**src/logic/irq_consts.vh**
```
// constants shared by the interrupt enable and flag logic
`ifndef IRQ_CONSTS_VH
`define IRQ_CONSTS_VH

// ***************************************************************
// register offsets on the plain register port
// ***************************************************************
`define ADDR_W                3
`define OFS_INTERRUPT_CONTROL 3'h0
`define OFS_PERIPH_ENABLE     3'h1
`define OFS_PERIPH_FLAG       3'h2
`define OFS_PORT_CHANGE_MASK  3'h3
`define OFS_EDGE_CONFIG       3'h4

// ***************************************************************
// interrupt control register fields
// ***************************************************************
`define CTL_GLOBAL_EN     7
`define CTL_PERIPH_EN     6
`define CTL_TIMER0_EN     5
`define CTL_EXT_EN        4
`define CTL_PORT_EN       3
`define CTL_TIMER0_FLAG   2
`define CTL_EXT_FLAG      1
`define CTL_PORT_FLAG     0

// ***************************************************************
// peripheral enable and flag register fields (same layout)
// ***************************************************************
`define PER_ADC           6
`define PER_CAPCMP        5
`define PER_CMP_TWO       4
`define PER_CMP_ONE       3
`define PER_TIMER2        1
`define PER_TIMER1        0
`define PER_IMPL_MASK     8'h7B

// ***************************************************************
// edge configuration and port change mask fields
// ***************************************************************
`define EDGE_SELECT_BIT   6
`define EDGE_IMPL_MASK    8'h40
`define PORT_PINS         6
`define PORT_IMPL_MASK    8'h3F

// ***************************************************************
// reset values
// ***************************************************************
`define RST_INTERRUPT_CONTROL 8'h00
`define RST_PERIPH_ENABLE     8'h00
`define RST_PERIPH_FLAG       8'h00
`define RST_PORT_CHANGE_MASK  8'h00
`define RST_EDGE_CONFIG       8'h40

`endif

```
**src/logic/sticky_flags.v**
```verilog
// bank of event flags that hardware sets and software writes
`timescale 1ns/1ns
`default_nettype none

module sticky_flags #(
    parameter WIDTH = 8
) (
    input  wire             clock,
    input  wire             srst,
    input  wire [WIDTH-1:0] set_event,
    input  wire             write_en,
    input  wire [WIDTH-1:0] write_val,
    input  wire [WIDTH-1:0] impl_mask,
    output wire [WIDTH-1:0] flags
);

    reg [WIDTH-1:0] flag_r;

    genvar i;
    generate
        for (i = 0; i < WIDTH; i = i + 1) begin : g_flag
            // a set in the same cycle as a software clear wins, so no event is lost
            always @(posedge clock) begin
                if (srst) begin
                    flag_r[i] <= 1'b0;
                end else if (!impl_mask[i]) begin
                    flag_r[i] <= 1'b0;
                end else if (set_event[i]) begin
                    flag_r[i] <= 1'b1;
                end else if (write_en) begin
                    flag_r[i] <= write_val[i];
                end
            end
        end
    endgenerate

    assign flags = flag_r;

endmodule

`default_nettype wire

```
**src/logic/change_detect.v**
```verilog
// per-bit change detector with an enable mask
`timescale 1ns/1ns
`default_nettype none

module change_detect #(
    parameter WIDTH = 6
) (
    input  wire             clock,
    input  wire             srst,
    input  wire [WIDTH-1:0] level_in,
    input  wire [WIDTH-1:0] enable_mask,
    output wire [WIDTH-1:0] rise,
    output wire [WIDTH-1:0] fall,
    output wire             any_change
);

    reg  [WIDTH-1:0] prev_r;
    reg              armed_r;
    wire [WIDTH-1:0] diff;

    // the previous sample is not trusted until one cycle after reset,
    // so leaving reset never raises a false change
    always @(posedge clock) begin
        if (srst) begin
            prev_r  <= {WIDTH{1'b0}};
            armed_r <= 1'b0;
        end else begin
            prev_r  <= level_in;
            armed_r <= 1'b1;
        end
    end

    genvar i;
    generate
        for (i = 0; i < WIDTH; i = i + 1) begin : g_bit
            assign diff[i] = armed_r & (level_in[i] ^ prev_r[i]);
            assign rise[i] = diff[i] & level_in[i];
            assign fall[i] = diff[i] & ~level_in[i];
        end
    endgenerate

    assign any_change = |(diff & enable_mask);

endmodule

`default_nettype wire

```
**src/logic/interrupt_enable_flag_logic.v**
```verilog
// interrupt enable, flag latching and request gating for the core
//
// Contract
// global enable bit 7 gates every request
// peripheral enable bit 6 gates peripheral sources
// peripheral sources need peripheral enable set
// bit 5 enables timer0 overflow interrupt
// bit 4 enables external pin interrupt
// bit 3 plus pin mask enable port change
// timer0 flag bit 2 sticky on rollover
// timer0 counter untouched by reset here
// external flag bit 1 sticky on pin event
// port change flag bit 0 on pin change
// flags set regardless of any enable (port change flag here needs its pin mask bit set)
// software clears flags before enabling sources
// peripheral enable bits 7, 2 read zero
// peripheral bit 6 enables adc done interrupt
// peripheral bit 5 enables capture/compare interrupt
// bits 4, 3 enable comparators two, one
// peripheral bit 1 enables timer2 match interrupt
// peripheral bit 0 enables timer1 overflow interrupt
// edge select picks rising or falling edge
// peripheral flags held in separate flag register
// request is global and of enabled flags
//
// Decided for this implementation: the address-and-strobe port and the address map.
`timescale 1ns/1ns
`default_nettype none
`include "irq_consts.vh"

module interrupt_enable_flag_logic (
    input  wire                 clock,
    input  wire                 srst,
    // register port
    input  wire [`ADDR_W-1:0]   reg_addr,
    input  wire [7:0]           reg_wdata,
    input  wire                 reg_wr,
    input  wire                 reg_rd,
    output reg  [7:0]           reg_rdata,
    // event sources
    input  wire                 timer0_rollover,
    input  wire                 ext_irq_pin,
    input  wire [`PORT_PINS-1:0] port_a_pins,
    input  wire                 adc_done,
    input  wire                 capture_compare_event,
    input  wire                 comparator_two_change,
    input  wire                 comparator_one_change,
    input  wire                 timer2_match,
    input  wire                 timer1_overflow,
    // request to the core
    output reg                  irq_request
);

    // ***************************************************************
    // address decode
    // ***************************************************************
    reg wr_ctrl;
    reg wr_pen;
    reg wr_pflag;
    reg wr_pmask;
    reg wr_edge;

    always @* begin
        wr_ctrl  = 1'b0;
        wr_pen   = 1'b0;
        wr_pflag = 1'b0;
        wr_pmask = 1'b0;
        wr_edge  = 1'b0;
        if (reg_wr) begin
            if (reg_addr == `OFS_INTERRUPT_CONTROL) begin
                wr_ctrl = 1'b1;
            end else if (reg_addr == `OFS_PERIPH_ENABLE) begin
                wr_pen = 1'b1;
            end else if (reg_addr == `OFS_PERIPH_FLAG) begin
                wr_pflag = 1'b1;
            end else if (reg_addr == `OFS_PORT_CHANGE_MASK) begin
                wr_pmask = 1'b1;
            end else if (reg_addr == `OFS_EDGE_CONFIG) begin
                wr_edge = 1'b1;
            end
        end
    end

    // ***************************************************************
    // enable bits of the interrupt control register
    // ***************************************************************
    // reset images kept at full register width so single fields can be picked out
    localparam [7:0] ctl_reset_val  = `RST_INTERRUPT_CONTROL;
    localparam [7:0] edge_reset_val = `RST_EDGE_CONFIG;
    localparam [7:0] mask_reset_val = `RST_PORT_CHANGE_MASK & `PORT_IMPL_MASK;

    reg global_irq_enable_r;
    reg peripheral_group_irq_enable_r;
    reg timer0_overflow_irq_enable_r;
    reg ext_pin_irq_enable_r;
    reg port_change_irq_enable_r;

    always @(posedge clock) begin
        if (srst) begin
            global_irq_enable_r           <= ctl_reset_val[`CTL_GLOBAL_EN];
            peripheral_group_irq_enable_r <= 1'b0;
            timer0_overflow_irq_enable_r  <= 1'b0;
            ext_pin_irq_enable_r          <= 1'b0;
            port_change_irq_enable_r      <= 1'b0;
        end else if (wr_ctrl) begin
            global_irq_enable_r           <= reg_wdata[`CTL_GLOBAL_EN];
            peripheral_group_irq_enable_r <= reg_wdata[`CTL_PERIPH_EN];
            timer0_overflow_irq_enable_r  <= reg_wdata[`CTL_TIMER0_EN];
            ext_pin_irq_enable_r          <= reg_wdata[`CTL_EXT_EN];
            port_change_irq_enable_r      <= reg_wdata[`CTL_PORT_EN];
        end
    end

    // ***************************************************************
    // peripheral enable, port change mask and edge configuration
    // ***************************************************************
    reg [7:0]            peripheral_enable_r;
    reg [`PORT_PINS-1:0] port_change_mask_r;
    reg                  ext_edge_select_r;

    always @(posedge clock) begin
        if (srst) begin
            peripheral_enable_r <= `RST_PERIPH_ENABLE;
            port_change_mask_r  <= mask_reset_val[`PORT_PINS-1:0];
            ext_edge_select_r   <= edge_reset_val[`EDGE_SELECT_BIT];
        end else begin
            if (wr_pen) begin
                // unimplemented bits are never stored, so they read zero
                peripheral_enable_r <= reg_wdata & `PER_IMPL_MASK;
            end
            if (wr_pmask) begin
                port_change_mask_r <= reg_wdata[`PORT_PINS-1:0];
            end
            if (wr_edge) begin
                ext_edge_select_r <= reg_wdata[`EDGE_SELECT_BIT];
            end
        end
    end

    // ***************************************************************
    // event detection
    // ***************************************************************
    wire [`PORT_PINS-1:0] port_rise;
    wire [`PORT_PINS-1:0] port_fall;
    wire                  port_changed;
    wire                  ext_rise;
    wire                  ext_fall;
    wire                  ext_event;

    // only pins enabled in the mask can raise the port change event
    change_detect #(
        .WIDTH      (`PORT_PINS)
    ) u_port_change (
        .clock      (clock),
        .srst       (srst),
        .level_in   (port_a_pins),
        .enable_mask(port_change_mask_r),
        .rise       (port_rise),
        .fall       (port_fall),
        .any_change (port_changed)
    ); // see R6

    change_detect #(
        .WIDTH      (1)
    ) u_ext_edge (
        .clock      (clock),
        .srst       (srst),
        .level_in   (ext_irq_pin),
        .enable_mask(1'b1),
        .rise       (ext_rise),
        .fall       (ext_fall),
        .any_change ()
    );

    // the edge select is applied on detection; changing it never fakes an event
    assign ext_event = ext_edge_select_r ? ext_rise : ext_fall;

    // ***************************************************************
    // core flags: timer0, external pin, port change
    // ***************************************************************
    wire [2:0] core_set;
    wire [2:0] core_flags;

    // flags latch whatever the control and peripheral enables say; only the pin mask gates before a flag, for port change
    assign core_set = {timer0_rollover, ext_event, port_changed};

    // the timer0 counter lives outside and is not reset from here;
    // only its rollover pulse is seen by this block
    sticky_flags #(
        .WIDTH     (3)
    ) u_core_flags (
        .clock     (clock),
        .srst      (srst),
        .set_event (core_set),
        .write_en  (wr_ctrl),
        .write_val (reg_wdata[`CTL_TIMER0_FLAG:`CTL_PORT_FLAG]),
        .impl_mask (3'h7),
        .flags     (core_flags)
    ); // see R7 see R8 see R9

    wire timer0_overflow_flag = core_flags[2];
    wire ext_pin_irq_flag     = core_flags[1];
    wire port_change_flag     = core_flags[0];

    // ***************************************************************
    // peripheral flags
    // ***************************************************************
    wire [7:0] periph_set;
    wire [7:0] peripheral_flags;

    assign periph_set[7]            = 1'b0;
    assign periph_set[`PER_ADC]     = adc_done;
    assign periph_set[`PER_CAPCMP]  = capture_compare_event;
    assign periph_set[`PER_CMP_TWO] = comparator_two_change;
    assign periph_set[`PER_CMP_ONE] = comparator_one_change;
    assign periph_set[2]            = 1'b0;
    assign periph_set[`PER_TIMER2]  = timer2_match;
    assign periph_set[`PER_TIMER1]  = timer1_overflow;

    sticky_flags #(
        .WIDTH     (8)
    ) u_periph_flags (
        .clock     (clock),
        .srst      (srst),
        .set_event (periph_set),
        .write_en  (wr_pflag),
        .write_val (reg_wdata),
        .impl_mask (`PER_IMPL_MASK),
        .flags     (peripheral_flags)
    ); // see R20

    // ***************************************************************
    // request gating
    // ***************************************************************
    wire [7:0] periph_pending;
    wire       periph_any;
    wire       core_any;
    wire       irq_nxt;

    // each peripheral flag needs its own enable bit
    assign periph_pending = peripheral_flags & peripheral_enable_r; // see R14 see R15 see R16 see R17

    // the group enable blocks all peripheral sources at once
    assign periph_any = peripheral_group_irq_enable_r & (|periph_pending); // see R2

    assign core_any = (timer0_overflow_irq_enable_r & timer0_overflow_flag)
                    | (ext_pin_irq_enable_r & ext_pin_irq_flag)
                    | (port_change_irq_enable_r & port_change_flag);

    // a stale flag raises the request as soon as its enable is written;
    // software is expected to clear flags first
    assign irq_nxt = global_irq_enable_r & (core_any | periph_any); // see R1 see R21

    always @(posedge clock) begin
        if (srst) begin
            irq_request <= 1'b0;
        end else begin
            irq_request <= irq_nxt;
        end
    end

    // ***************************************************************
    // read back
    // ***************************************************************
    reg [7:0] rd_val;

    always @* begin
        rd_val = 8'h00;
        if (reg_addr == `OFS_INTERRUPT_CONTROL) begin
            rd_val = {global_irq_enable_r,
                      peripheral_group_irq_enable_r,
                      timer0_overflow_irq_enable_r,
                      ext_pin_irq_enable_r,
                      port_change_irq_enable_r,
                      core_flags};
        end else if (reg_addr == `OFS_PERIPH_ENABLE) begin
            rd_val = peripheral_enable_r & `PER_IMPL_MASK;
        end else if (reg_addr == `OFS_PERIPH_FLAG) begin
            rd_val = peripheral_flags & `PER_IMPL_MASK;
        end else if (reg_addr == `OFS_PORT_CHANGE_MASK) begin
            rd_val = {2'h0, port_change_mask_r};
        end else if (reg_addr == `OFS_EDGE_CONFIG) begin
            rd_val = {1'b0, ext_edge_select_r, 6'h00};
        end
    end

    // read data stand only in the cycle after the strobe, zero otherwise
    always @(posedge clock) begin
        if (srst) begin
            reg_rdata <= 8'h00;
        end else if (reg_rd) begin
            reg_rdata <= rd_val;
        end else begin
            reg_rdata <= 8'h00;
        end
    end

endmodule

`default_nettype wire

```
**config.mk**
```make
export PLATFORM = sky130hd
export DESIGN_NAME = interrupt_enable_flag_logic
export DESIGN_NICKNAME = d
export VERILOG_FILES = /design/src/logic/sticky_flags.v /design/src/logic/change_detect.v /design/src/logic/interrupt_enable_flag_logic.v
export VERILOG_INCLUDE_DIRS = /design/src /design/src/logic
export SDC_FILE = /design/constraint.sdc
export NUM_CORES = 1
export LEC_CHECK = 0
export BUFFER_PORTS_ARGS = -buffer_cell sky130_fd_sc_hd__buf_2
export CAP_MARGIN = 40
export CORE_MARGIN = 1.5
export CORE_UTILIZATION = 40
export CTS_CLUSTER_DIAMETER = 80
export DETAILED_ROUTE_END_ITERATION = 10
export MAX_ROUTING_LAYER = met4
export SLEW_MARGIN = 20
export SYNTH_ARGS = -nofsm -noshare
export SYNTH_HDL_FRONTEND = slang
export SYNTH_SLANG_ARGS = --single-unit
```
**constraint.sdc**
```tcl
create_clock -name clock -period 1.4 [get_ports clock]
set_input_delay 0.21 -clock clock [delete_from_list [all_inputs] [get_ports clock]]
set_output_delay 0.21 -clock clock [all_outputs]
set_load 0.03 [all_outputs]
```
* After elaboration in Yosys (flattened, before gate mapping)
Cells that the tools add are included.
** Word-level totals
- Input port bits :: 29
- Output and inout port bits :: 9
- Flip-flop bits (word level) :: 44
- Logic and storage cells :: 112
** Operators by class
- Equal/unequal tests :: 4
- Multiplexer cells :: 45
- Reductions and logical operators :: 13
- Bitwise logic cells :: 28
** Operator list (number)
- $mux W1 :: 40
- $mux W7 :: 4
- $reduce_bool A2 Y1 :: 9
- $and A1 B1 Y1 :: 14
- $mux W8 :: 1
- $reduce_or A8 Y1 :: 1
- $and A7 B7 Y7 :: 1
- $xor A1 B1 Y1 :: 7
- $and A6 B6 Y6 :: 1
- $eq A3 B2 Y1 const B :: 2
- $reduce_or A6 Y1 :: 1
- $eq A3 B1 Y1 const B :: 1
- $eq A3 B3 Y1 const B :: 1
- $logic_not A3 Y1 :: 1
- $or A1 B1 Y1 :: 3
- $not A1 Y1 :: 2
- $reduce_or A2 Y1 :: 1

* Depth between registers and ports, before layout
- Depth after elaboration :: 7
- Mapped depth :: 5
- Depth with buffers taken out :: 4

* Hierarchy
A second synthesis with hierarchy kept.
** Unflattened totals
- Cell total of the unflattened synthesis :: 223
- Area total of the unflattened synthesis :: 2194.6 sq um
** Modules (own cells, without submodules)
- interrupt_enable_flag_logic :: area an instance 1226.2 sq um, seq. area each 540.5 sq um, cells an instance 118, instances 1
- change_detect at u_port_change :: area an instance 380.4 sq um, seq. area each 140.1 sq um, cells an instance 40, instances 1
- sticky_flags at u_periph_flags :: area an instance 371.6 sq um, seq. area each 160.2 sq um, cells an instance 41, instances 1
- sticky_flags at u_core_flags :: area an instance 135.1 sq um, seq. area each 60.1 sq um, cells an instance 15, instances 1
- change_detect at u_ext_edge :: area an instance 81.3 sq um, seq. area each 40.0 sq um, cells an instance 9, instances 1

* Least setup slack after synthesis
Ideal clock, no wire load.
- Path kind :: in2reg
- Start :: input port reg_addr[0]
- End :: register peripheral_enable_r[0]
- Arrival :: 0.975 ns
- Slack :: 0.297 ns
- Path buffers :: 1
- Library setup time :: 0.128 ns
- Cell stages on the path :: 5
- Required time :: 1.272 ns
- Cells stage by stage :: buf_6 inv_4 nor3_4 mux2i_1 nor2_1
** Between the ends
- Word-level cells in the longest chain between the ends :: 4
- Elaborated cells between the ends (all ways) :: 5
- Those cells by class :: 1 x eq/ne; 3 x mux; 1 x reduce/logical
** Ends and longest elaborated chain
- start: declaration :: line interrupt_enable_flag_logic.v:35 : input wire [`ADDR_W-1:0] reg_addr,
- $eq A3 B1 Y1 (no source line)
- $mux W1 :: line interrupt_enable_flag_logic.v:72 : end else if (reg_addr == `OFS_PERIPH_ENABLE) begin
- $mux W1 (*) :: line interrupt_enable_flag_logic.v:70 : if (reg_addr == `OFS_INTERRUPT_CONTROL) begin
- $mux W1 (*) :: line interrupt_enable_flag_logic.v:69 : if (reg_wr) begin
- end signal: assignment :: line interrupt_enable_flag_logic.v:123 : peripheral_enable_r <= `RST_PERIPH_ENABLE;
- end signal: assignment :: line interrupt_enable_flag_logic.v:129 : peripheral_enable_r <= reg_wdata & `PER_IMPL_MASK;
- end: declaration :: line interrupt_enable_flag_logic.v:117 : reg [7:0] peripheral_enable_r;
Mark *: on every way between the ends. The rest lies on a longest branch, timed or not.
A chain may end at the register's enable or synchronous reset.

* Worst setup path in the final report
- Start :: register u_port_change.prev_r[4]
- End :: register u_core_flags.flag_r[0], in the netlist u_core_flags.flags[0]
** Between the ends
- Word-level cells in the longest chain between the ends :: 5
- Elaborated cells between the ends (all ways) :: 6
- Those cells by class :: 1 x mux; 3 x bitwise; 2 x reduce/logical
** Ends and longest elaborated chain
- start: declaration :: line change_detect.v:17 : reg [WIDTH-1:0] prev_r;
- start signal: assignment :: line change_detect.v:25 : prev_r <= {WIDTH{1'b0}};
- start signal: assignment :: line change_detect.v:28 : prev_r <= level_in;
- $xor A1 B1 Y1 (*) :: line change_detect.v:36 : assign diff[i] = armed_r & (level_in[i] ^ prev_r[i]);
- $and A1 B1 Y1 (*) :: line change_detect.v:36
- $and A6 B6 Y6 (*) :: line change_detect.v:42 : assign any_change = |(diff & enable_mask);
- $reduce_or A6 Y1 (*) :: line change_detect.v:42
- $mux W1 or $reduce_bool A2 Y1 (tied branches)
- end signal: indexed assignment :: line sticky_flags.v:31 : flag_r[i] <= write_val[i];
- end: declaration :: line sticky_flags.v:17 : reg [WIDTH-1:0] flag_r;
Marked as above.

==> flow_metrics.tcl <==
set metrics [dict create \
    status "finished, final reports clean" \
    cts_buffer_depth 2 \
    slew_headroom_pct 76.30 \
    drt_first_pass_iters 4 \
    tritoncts "built" \
    netlist.area_leader.share_pct 48.48 \
    drt_iter0_markers 91 \
    initial_core_util_pct 41.72 \
    final.setup.tns_ns 0 \
    tightest_slew_ns 0.3556 \
    final_max_slew_viol_count 0 \
    async_flop_share_pct 0 \
    grt_use_total_pct 17.79 \
    grt_overflow 0 \
    place_hpwl_mm 2.879 \
    synth_area_per_cell_um2 10.04 \
    synth.largest_area_cell "dfxtp_1" \
    antenna_found_initial 0 \
    fillCellCount 406 \
    design_area_um2 2191 \
    hold_class "in2reg" \
    synth_nets 210 \
    synthFlopType "dfxtp_1" \
    drc_errors 0 \
    routed_wl_mm 3.971 \
    postSynthCellCount 181 \
    grt_start_max_net_pins 27 \
    routedWlPerCell_um 14.34 \
    cts_root_buf "clkbuf_8" \
    fin_nets 253 \
    synth_cell_type_count 32 \
    pin_count 38 \
    ant_nets 0 \
    leakage_nw 0.9920 \
    die_area_um2 4955 \
    area_delta_synth_final_pct 20.59 \
    cp-start-kind "flip-flop" \
    rsz0062_at_grt "false" \
    num_vias 1389 \
    worst_hold_slack_ns 0.1309 \
    die_w_um 70.40 \
    finalClockSkew_ns 0.009626 \
    finalCriticalPeriod_ns 1.157 \
    post_cts_resized 0 \
    clkTransAtPathRegs_ns 0.08 \
    cts_buffers 5 \
    cts-hold-fix-buffers 0 \
    synth_edf_count 0 \
    fmax_mhz 864.3 \
    grt_pass1_wl_mm 6.589 \
    finalHoldViolations 0 \
    dp_slack_ns 0.02881 \
    utilization_pct 50.32 \
    antenna_cells 0 \
    place_area_um2 2083 \
    power.density_nw_per_um2 1152 \
    layout-drive-gt1-share_pct 25.78 \
    ys_top_cells_by_area "dfxtp_1 48%, mux2i_1 10%, mux4_2 5.0%" \
    synth_seq_cells 44 \
    finalPower_mw 2.524 \
    cp_max_fo 1 \
    clock_sinks 44 \
    fin_crit_sh_pct 82.65 \
    irDropWorstVdd_v 0.0004243 \
    finalWeightedCongestion 0.8137 \
    syn-cell-area_um2 1817 \
    finalNonFillerCells 277 \
    dp.cells 269 \
    critical_path_class "reg2reg" \
    setup_violations 0 \
    clock_latency_ns 0.30 \
    yosysSeqAreaShare_pct 48.48 \
    critical_path_required_ns 1.58 \
    htree_levels 2 \
    num_rows 24 \
    critPathArrivalTime_ns 1.34 \
    routed_via_density 5.014 \
    cp-end-kind "flip-flop" \
    grt_pass1_vias 1295 \
    max-cap-violations 0 \
    cts_setup_buffers 0 \
    core_um2 4354 \
    fp.dieH_um 70.40 \
    port_buffers 37 \
    ys_warn_count 0 \
    worst_slack_ns 0.2429 \
]
per-layer routing:
metal / up-vias / routed length, um / global-route usage, %
met5: - / 0 / -
met4: 0 / 55 / 5.769
met3: 7 / 253 / 5.051
met2: 48 / 1739 / 26.83
met1: 623 / 1922 / 23.04
li1: 711 / - / -
worst max-delay path, stage by stage, from the launching register on:
cell and delay (ns):
dfxtp_1 0.32, xor2_1 0.16, a22o_1 0.22, o31ai_1 0.23, a31oi_1 0.11
cell usage in the layout (no fill, tap or decap), types with 2 or more instances in the layout:
| cell type | synthesis | layout |
|---|---|---|
| a21oi_1 | 13 | 13 |
| a22o_1 | 3 | 3 |
| a22oi_1 | 4 | 4 |
| a31oi_1 | 3 | 3 |
| buf_2 | 0 | 37 |
| buf_4 | 1 | 4 |
| clkbuf_8 | 0 | 5 |
| dfxtp_1 | 44 | 44 |
| inv_1 | 9 | 9 |
| mux2i_1 | 19 | 19 |
| mux4_2 | 4 | 4 |
| nand2_1 | 22 | 22 |
| nand3_1 | 2 | 2 |
| nand3_2 | 2 | 2 |
| nor2_1 | 15 | 15 |
| nor2b_1 | 14 | 14 |
| xor2_1 | 6 | 6 |
area by class of cell:
| cell class | count | area [um2] | share of cell area (%) |
|---|---|---|---|
| clock buffer | 6 | 72.57 | 3.312 |
| clock inverter | 2 | 35.03 | 1.599 |
| inverter | 10 | 40.04 | 1.828 |
| multi-input combinational | 121 | 862.1 | 39.35 |
| sequential | 44 | 880.8 | 40.21 |
| tap | 52 | 65.06 | 2.970 |
| timing repair buffer | 42 | 235.2 | 10.74 |
sequential cells by signal, summed over array words and instances (netlist names), 3 cells and up:
| register | flops |
|---|---|
| reg_rdata | 8 |
| peripheral_enable_r | 6 |
| port_change_mask_r | 6 |
| u_periph_flags.flags | 6 |
| u_port_change.prev_r | 6 |
| u_core_flags.flags | 3 |
report_power, final:
group | switching (mW) | internal (mW) | total, mW | leakage, nW
Sequential | 0.0325 | 1.30 | 1.33 | 0.360
Combinational | 0.125 | 0.113 | 0.238 | 0.577
Clock | 0.428 | 0.530 | 0.958 | 0.0552
final timing paths:
path              slack, ns  depth (start not counted)                      end                     from
setup reg to reg       0.24                          4    u_core_flags.flags[0]  u_port_change.prev_r[4]
hold / removal         0.13                          3  u_periph_flags.flags[0]          timer1_overflow
setup / recovery       0.24                          4    u_core_flags.flags[0]  u_port_change.prev_r[4]
hold reg to reg        0.47                          2             reg_rdata[7]      global_irq_enable_r
cell usage after synthesis (2+ instances only):
| cell type | count |
|---|---|
| a21oi_1 | 13 |
| a22o_1 | 3 |
| a22oi_1 | 4 |
| a31oi_1 | 3 |
| clkbuf_1 | 4 |
| dfxtp_1 | 44 |
| inv_1 | 9 |
| mux2i_1 | 19 |
| mux4_2 | 4 |
| nand2_1 | 22 |
| nand3_1 | 2 |
| nand3_2 | 2 |
| nor2_1 | 15 |
| nor2b_1 | 14 |
| xor2_1 | 6 |
kinds of logic (layout without fill, tap and decap cells):
logic type,after synthesis,in the layout,share of synthesized area (%)
simple gates,64,64,18.39
xor+xnor,6,6,2.893
buf+inv,16,60,4.063
mux,24,24,16.87
flops,44,44,48.48
compound gates,27,27,9.298
(Power assumes the default switching activity.)
